--- src/verilog/clk_regs_pkg.sv ---
// constants for the status readback and output zero driver control registers
package clk_regs_pkg;

  // ------------------------------------------------------------
  // register access
  // ------------------------------------------------------------
  localparam int unsigned ADDR_W = 10;  // control port address width
  localparam int unsigned DATA_W = 8;   // every register is one byte wide

  localparam logic [ADDR_W-1:0] STATUS_ADDR   = 10'h01f;  // pll_status_readback
  localparam logic [ADDR_W-1:0] DRV_CTRL_ADDR = 10'h0f0;  // output_zero_driver_control

  // ------------------------------------------------------------
  // pll_status_readback fields
  // ------------------------------------------------------------
  localparam int unsigned ST_HOLDOVER_BIT   = 5;  // holdover state in force
  localparam int unsigned ST_REF_SEL_BIT    = 4;  // 1 = reference input two feeds the loop
  localparam int unsigned ST_VCO_HI_BIT     = 3;  // vco above its monitor threshold
  localparam int unsigned ST_REF_TWO_HI_BIT = 2;  // reference input two above threshold
  localparam int unsigned ST_REF_ONE_HI_BIT = 1;  // reference input one above threshold
  localparam int unsigned ST_LOCK_BIT       = 0;  // digital lock detect
  localparam int unsigned ST_COND_W         = 6;  // monitored conditions, bits 5:0

  // ------------------------------------------------------------
  // output_zero_driver_control fields
  // ------------------------------------------------------------
  localparam int unsigned OC_FORMAT_BIT = 7;  // 0 differential, 1 single-ended cmos
  localparam int unsigned OC_LEG_B_BIT  = 6;  // leg b drive in cmos mode
  localparam int unsigned OC_LEG_A_BIT  = 5;  // leg a drive in cmos mode
  localparam int unsigned OC_POL_HI_BIT = 4;  // polarity field, upper bit
  localparam int unsigned OC_POL_LO_BIT = 3;  // polarity field, lower bit

  // differential, both legs on, non-inverting, middle swing, powered
  localparam logic [DATA_W-1:0] DRV_CTRL_RESET = 8'h62;

  // ------------------------------------------------------------
  // synchroniser depth
  // ------------------------------------------------------------
  localparam int unsigned SYNC_STAGES = 2;

endpackage

--- src/verilog/cond_sync.sv ---
// two flip-flop level synchroniser for a group of independent condition bits
`timescale 1ns/1ps

module cond_sync #(
  parameter int unsigned WIDTH = 6  // number of independent level bits
) (
  input  wire logic             sys_clk,
  input  wire logic             resetn,
  input  wire logic [WIDTH-1:0] async_in,
  output logic      [WIDTH-1:0] sync_out
);

  // ------------------------------------------------------------
  // two stages
  // ------------------------------------------------------------
  logic [WIDTH-1:0] meta_reg;  // first stage, read only by the second stage
  logic [WIDTH-1:0] sync_reg;  // second stage, safe for logic

  // each bit crosses alone; the bits are not coherent with each other
  always_ff @(posedge sys_clk or negedge resetn) begin
    if (!resetn) begin
      meta_reg <= '0;
      sync_reg <= '0;
    end else begin
      meta_reg <= async_in;
      sync_reg <= meta_reg;
    end
  end

  assign sync_out = sync_reg;

endmodule // cond_sync

--- src/verilog/clock_status_and_output_format_regs.sv ---
// status readback and output zero driver control registers of the clock generator
`timescale 1ns/1ps

// Behaviour
// bit 5 reads holdover actually in force
// bit 4 reads 1 when reference two selected
// bit 3 reads vco above monitor threshold
// bit 2 reads reference two above threshold
// bit 1 reads reference one above threshold
// bit 0 reads digital lock detect result
// status is read only, writes change nothing
// control bit 7 selects differential or cmos
// bits 6:5 gate cmos legs b and a
// bits 4:3 set polarity with format bit
// status inputs pass two-stage synchronisers
module clock_status_and_output_format_regs (
  input  wire logic                              sys_clk,
  input  wire logic                              resetn,
  // control port register access
  input  wire logic [clk_regs_pkg::ADDR_W-1:0]  reg_addr,
  input  wire logic [clk_regs_pkg::DATA_W-1:0]  reg_wdata,
  input  wire logic                              reg_wr,
  input  wire logic                              reg_rd,
  output logic      [clk_regs_pkg::DATA_W-1:0]  reg_rdata,
  output logic                                   reg_rvalid,
  // monitored conditions from the pll core, asynchronous levels
  input  wire logic                              holdover_active_in,
  input  wire logic                              ref_two_selected_in,
  input  wire logic                              vco_above_thresh_in,
  input  wire logic                              ref_two_above_thresh_in,
  input  wire logic                              ref_one_above_thresh_in,
  input  wire logic                              pll_locked_in,
  // clock_output_zero driver controls
  output logic                                   output_zero_cmos_mode,
  output logic                                   output_zero_diff_enable,
  output logic                                   output_zero_leg_a_enable,
  output logic                                   output_zero_leg_b_enable,
  output logic                                   output_zero_leg_a_invert,
  output logic                                   output_zero_leg_b_invert
);

  // ------------------------------------------------------------
  // condition synchronisers
  // ------------------------------------------------------------
  logic [clk_regs_pkg::ST_COND_W-1:0] cond_raw;   // condition levels as they arrive
  logic [clk_regs_pkg::ST_COND_W-1:0] cond_synced;  // conditions in the sys_clk domain

  // gather the conditions in their status bit positions
  always_comb begin
    cond_raw                                = '0;
    cond_raw[clk_regs_pkg::ST_HOLDOVER_BIT] = holdover_active_in;
    cond_raw[clk_regs_pkg::ST_REF_SEL_BIT]  = ref_two_selected_in;
    cond_raw[clk_regs_pkg::ST_VCO_HI_BIT]   = vco_above_thresh_in;
    cond_raw[clk_regs_pkg::ST_REF_TWO_HI_BIT] = ref_two_above_thresh_in;
    cond_raw[clk_regs_pkg::ST_REF_ONE_HI_BIT] = ref_one_above_thresh_in;
    cond_raw[clk_regs_pkg::ST_LOCK_BIT]     = pll_locked_in;
  end

  // two stages per monitored level
  cond_sync #(
    .WIDTH (clk_regs_pkg::ST_COND_W)
  ) u_cond_sync (
    .sys_clk  (sys_clk),
    .resetn   (resetn),
    .async_in (cond_raw),
    .sync_out (cond_synced)
  );

  // ------------------------------------------------------------
  // address decode
  // ------------------------------------------------------------
  // one comparator shared by read and write paths
  function automatic logic hit(input logic [clk_regs_pkg::ADDR_W-1:0] a,
                               input logic [clk_regs_pkg::ADDR_W-1:0] b);
    hit = (a == b);
  endfunction

  logic status_sel;  // access addresses the status readback
  logic ctrl_sel;    // access addresses the output zero control

  always_comb begin
    status_sel = hit(reg_addr, clk_regs_pkg::STATUS_ADDR);
    ctrl_sel   = hit(reg_addr, clk_regs_pkg::DRV_CTRL_ADDR);
  end

  // ------------------------------------------------------------
  // output zero control register
  // ------------------------------------------------------------
  logic [clk_regs_pkg::DATA_W-1:0] drv_ctrl_reg;   // stored control byte
  logic [clk_regs_pkg::DATA_W-1:0] drv_ctrl_next;  // value after this cycle

  // only a write to the control address updates it; a write to the
  // status address has nowhere to land
  always_comb begin
    drv_ctrl_next = drv_ctrl_reg;
    // status writes fall through untouched
    if (reg_wr && ctrl_sel) begin
      drv_ctrl_next = reg_wdata;
    end
  end

  always_ff @(posedge sys_clk or negedge resetn) begin
    if (!resetn) begin
      drv_ctrl_reg <= clk_regs_pkg::DRV_CTRL_RESET;
    end else begin
      drv_ctrl_reg <= drv_ctrl_next;
    end
  end

  // ------------------------------------------------------------
  // read path
  // ------------------------------------------------------------
  logic [clk_regs_pkg::DATA_W-1:0] rdata_reg;   // read data held for the port
  logic [clk_regs_pkg::DATA_W-1:0] rdata_next;  // selected read data
  logic                            rvalid_reg;  // one-cycle read answer
  logic                            rvalid_next;

  // read data stays put between reads so a slow port can sample late
  always_comb begin
    rdata_next  = rdata_reg;
    rvalid_next = 1'b0;
    if (reg_rd) begin
      rvalid_next = 1'b1;
      if (status_sel) begin
        // holdover, R2 reference, R3 vco, R4 ref two, R5 ref one, R6 lock
        rdata_next = {{(clk_regs_pkg::DATA_W - clk_regs_pkg::ST_COND_W){1'b0}}, cond_synced};
      end else if (ctrl_sel) begin
        rdata_next = drv_ctrl_reg;
      end else begin
        // unmapped addresses read as zero
        rdata_next = '0;
      end
    end
  end

  always_ff @(posedge sys_clk or negedge resetn) begin
    if (!resetn) begin
      rdata_reg  <= '0;
      rvalid_reg <= 1'b0;
    end else begin
      rdata_reg  <= rdata_next;
      rvalid_reg <= rvalid_next;
    end
  end

  assign reg_rdata  = rdata_reg;
  assign reg_rvalid = rvalid_reg;

  // ------------------------------------------------------------
  // driver decode
  // ------------------------------------------------------------
  logic fmt_cmos;  // format field
  logic pol_hi;    // polarity upper bit
  logic pol_lo;    // polarity lower bit

  logic cmos_next;   // cmos mode after this cycle
  logic diff_next;   // differential driver enabled
  logic leg_a_next;  // leg a driven
  logic leg_b_next;  // leg b driven
  logic inv_a_next;  // leg a inverted
  logic inv_b_next;  // leg b inverted

  // decode is registered so the pads see one clean edge per write
  always_comb begin
    fmt_cmos = drv_ctrl_reg[clk_regs_pkg::OC_FORMAT_BIT];
    pol_hi   = drv_ctrl_reg[clk_regs_pkg::OC_POL_HI_BIT];
    pol_lo   = drv_ctrl_reg[clk_regs_pkg::OC_POL_LO_BIT];
    // format bit chooses the driver type
    cmos_next = fmt_cmos;
    diff_next = !fmt_cmos;
    // leg gating only applies in cmos mode
    leg_a_next = fmt_cmos && drv_ctrl_reg[clk_regs_pkg::OC_LEG_A_BIT];
    leg_b_next = fmt_cmos && drv_ctrl_reg[clk_regs_pkg::OC_LEG_B_BIT];
    // lower bit always sets leg a; leg b depends on format
    inv_a_next = pol_lo;
    if (fmt_cmos) begin
      inv_b_next = pol_hi ^ pol_lo;
    end else begin
      // differential pair: leg b is the complement of leg a
      inv_b_next = !pol_lo;
    end
  end

  logic cmos_reg;
  logic diff_reg;
  logic leg_a_reg;
  logic leg_b_reg;
  logic inv_a_reg;
  logic inv_b_reg;

  // reset values match the decode of the control reset byte
  always_ff @(posedge sys_clk or negedge resetn) begin
    if (!resetn) begin
      cmos_reg  <= 1'b0;
      diff_reg  <= 1'b1;
      leg_a_reg <= 1'b0;
      leg_b_reg <= 1'b0;
      inv_a_reg <= 1'b0;
      inv_b_reg <= 1'b1;
    end else begin
      cmos_reg  <= cmos_next;
      diff_reg  <= diff_next;
      leg_a_reg <= leg_a_next;
      leg_b_reg <= leg_b_next;
      inv_a_reg <= inv_a_next;
      inv_b_reg <= inv_b_next;
    end
  end

  assign output_zero_cmos_mode    = cmos_reg;
  assign output_zero_diff_enable  = diff_reg;
  assign output_zero_leg_a_enable = leg_a_reg;
  assign output_zero_leg_b_enable = leg_b_reg;
  assign output_zero_leg_a_invert = inv_a_reg;
  assign output_zero_leg_b_invert = inv_b_reg;

  logic status_rd;  // read of the status address
  assign status_rd = reg_rd && status_sel;
endmodule // clock_status_and_output_format_regs

--- config.mk ---
export PLATFORM = sky130hd
export DESIGN_NAME = clock_status_and_output_format_regs
export DESIGN_NICKNAME = d
export VERILOG_FILES = /design/src/verilog/clk_regs_pkg.sv /design/src/verilog/cond_sync.sv /design/src/verilog/clock_status_and_output_format_regs.sv
export SDC_FILE = /design/constraint.sdc
export NUM_CORES = 1
export LEC_CHECK = 0
export ABC_AREA = 1
export BUFFER_PORTS_ARGS = -buffer_cell sky130_fd_sc_hd__buf_2
export CAP_MARGIN = 20
export CORE_AREA = 10 10 58 69
export CTS_CLUSTER_DIAMETER = 40
export DETAILED_ROUTE_END_ITERATION = 12
export DIE_AREA = 0 0 68 79
export PLACE_DENSITY = 0.8
export RECOVER_POWER = 25
export REMOVE_ABC_BUFFERS = 1
export SLEW_MARGIN = 15
export SYNTH_ARGS = -nofsm -noshare
export SYNTH_HDL_FRONTEND = slang
export SYNTH_SLANG_ARGS = --single-unit
--- constraint.sdc ---
create_clock -name sys_clk -period 2.5 [get_ports sys_clk]
set_clock_uncertainty 0.15 [all_clocks]
set_input_delay 0.375 -clock sys_clk [delete_from_list [all_inputs] [get_ports sys_clk]]
set_output_delay 0.375 -clock sys_clk [all_outputs]
set_load 0.01 [all_outputs]
==> flow_summary.ini <==
[worst_setup_path]
crit_type = input port to flop
reg2reg_depth = 4
critPathMaxFanout = 13
cp-start-kind = input port
cp.required_ps = 2590
endpoint_kind = flop
worstPathArrival_ps = 1670

[synth]
synth_area_um2 = 1361
synth_area_leader_cell = dfrtp_1
synth_seq_area_share_pct = 64.80
synth_top_area_share_pct = 55.15
synth_seq_cells = 35
ys_types = 17
syn_area_per_cell_um2 = 9.865
syn-instance-count = 138
ys_warn_count = 0
yosys-top-cells-area = dfrtp_1 55%, nand2_1 17%, dfstp_2 9.7%

[hold_path]
hold_class = input port to flop
hold_depth = 3

[routing]
first_pass_iters = 4
via_per_inst = 4.744
vias = 1077
routedWlPerCell_um = 13.15
ant_nets = 0
routed_wl_mm = 2.984
dr.first_iter.drc_count = 31
drc = 0

[clocking]
path_clk_slew_ps = 100
clk_root_buffer_cell = clkbuf_4
cts_tree = done
cts_buffer_depth = 2
htreeDepth = 2
clk_latency_ps = 340
post-cts-setup-buffers = 0
numCtsBuffers = 5
clkSinkCount = 35

[power_and_ir_drop]
ir_worst_vdd_uv = 372.0
power.leakage_nw = 1.003
finalPower_mw = 0.9442
powerDensity_nw_per_um2 = 547.7

[final_layout]
nFillCells = 246
area_delta_synth_final_pct = 26.65
stdcell_count = 227
nets = 220
fin_area_um2 = 1724
drive_above_1_share_pct = 31.09
n_antenna_cell = 0

[global_route]
grt_pass1_wl_mm = 4.961
grt_usage_pct = 12.15
grt_max_degree = 36
grt_pass1_vias = 1174
antenna_found_initial = 0
gr-total-overflow = 0

[sta]
fin_setup_tns_ps = 0
fin_crit_ps = 1575
fmax_mhz = 635.1
slew_viol_final = 0
worst_pin_slew_ps = 793.6
setup_viol = 0
hold_viol = 0
max-slew-margin-rel_pct = 46.90
period_share_pct = 62.98
rsz0062_at_grt = false

[flow_run]
maxCapViolations = 0

[floorplanning]
die_x_um = 68
num_rows = 21
chipHeight_um = 79
start_util_pct = 49.82
die_area_um2 = 5372
ios = 43
core_um2 = 2733

[placement]
dp_hpwl_mm = 2.292
dpl.cell_count = 212
portBuffers = 42
gp_congestion = 0.7852
dpl_cell_area_um2 = 1605

[outcome]
run_status = finished, final reports clean
==> placed cells by master, fill, tap and decap left out, drive strengths merged <==
cell type     n
clkbuf        8
nor2          7
dfrtp        30
nand3         2
nand4        12
dfstp         5
dlygate4sd3   7
inv          14
xor2          1
clkinv        1
clkinvlp      1
nor3          1
nand2        64
buf          40
==> cell usage after synthesis <==
cell type  number
nor2_4          1
nor3_4          1
xor2_1          1
inv_2           3
nand2_2         2
nor2_1          3
nand3_1         2
inv_1          11
nand4_1        12
dfstp_2         5
clkbuf_1        1
nand2_1        61
nor2_2          2
nand2_4         1
nor2_8          1
buf_2           1
dfrtp_1        30
==> where the power goes <==
part | switching, mW | internal (mW) | total, mW
Clock | 0.181 | 0.108 | 0.290
Combinational | 0.0404 | 0.0287 | 0.0690
Sequential | 0.00518 | 0.580 | 0.586
==> path summary, 6_finish.rpt <==
path / from / endpoint / slack (ps)
worst max-delay path: reg_addr[9] / drv_ctrl_reg[3]$_DFFE_PN0P_ / 930
worst max register to register: drv_ctrl_reg[5]$_DFFE_PN1P_ / reg_rdata[5]$_DFFE_PN0P_ / 1380
max in group asynchronous: resetn / reg_rdata[2]$_DFFE_PN0P_ / 1270
worst min register to register: u_cond_sync.meta_reg[3]$_DFF_PN0_ / u_cond_sync.sync_out[3]$_DFF_PN0_ / 210
worst min-delay path: reg_wdata[1] / drv_ctrl_reg[1]$_DFFE_PN1P_ / 60
min in group asynchronous: resetn / output_zero_leg_a_invert$_DFF_PN0_ / 470
==> logic make-up after synthesis <==
logic type / count (synthesis) / share of synthesized area (%)
xor gates and xnor gates: 1 / 0.6435
and+or+nand+nor: 86 / 30.05
DFF: 35 / 64.80
buffers and inverters: 16 / 4.503
==> final cells by class <==
| cell class | count | area (um^2) | share of cell area, % |
|---|---|---|---|
| Timing Repair Buffer | 49 | 277.8 | 16.11 |
| Clock buffer | 6 | 41.29 | 2.395 |
| Tap cell | 34 | 42.54 | 2.467 |
| Clock inverter | 2 | 12.51 | 0.7257 |
| Sequential cell | 35 | 882.1 | 51.16 |
| Inverter | 14 | 52.55 | 3.048 |
| Multi-Input combinational cell | 87 | 415.4 | 24.09 |
==> stage by stage <==
| step | hold WS, ps | setup WS, ps | utilization [%] |
|---|---|---|---|
| 2_1_floorplan | -70.59 | 1050 | - |
| 3_3_place_gp | 182.8 | 837.1 | 58.75 |
| 3_5_place_dp | 186.2 | 779.5 | 58.75 |
| 4_1_cts | 52.24 | 973.8 | 63.28 |
| 5_1_grt | 56.02 | 815.2 | 63.10 |
| 6_report | 61.90 | 925.5 | 63.10 |
==> routing by layer <==
layer | GRT usage [%] | wire length, um
met1 | 11.44 | 1076
met2 | 21.18 | 1577
met3 | 5.197 | 253
met4 | 6.653 | 77
met5 | 0 | 0
==> repair_timing <==
action,in CTS,in global routing
endpoints found under the setup margin,0,0
gates resized for setup,0,0
endpoints found under the hold margin,36,0
hold buffers,7,0
==> worst max-delay path: stages <==
cell     delay (ps)
buf_2           100
nor2_1          610
nand2_4         110
nor2_2          190
nand2_2         140
nand2_1          90
nand2_1          50
Note: power is estimated with default switching activity, not from simulation.
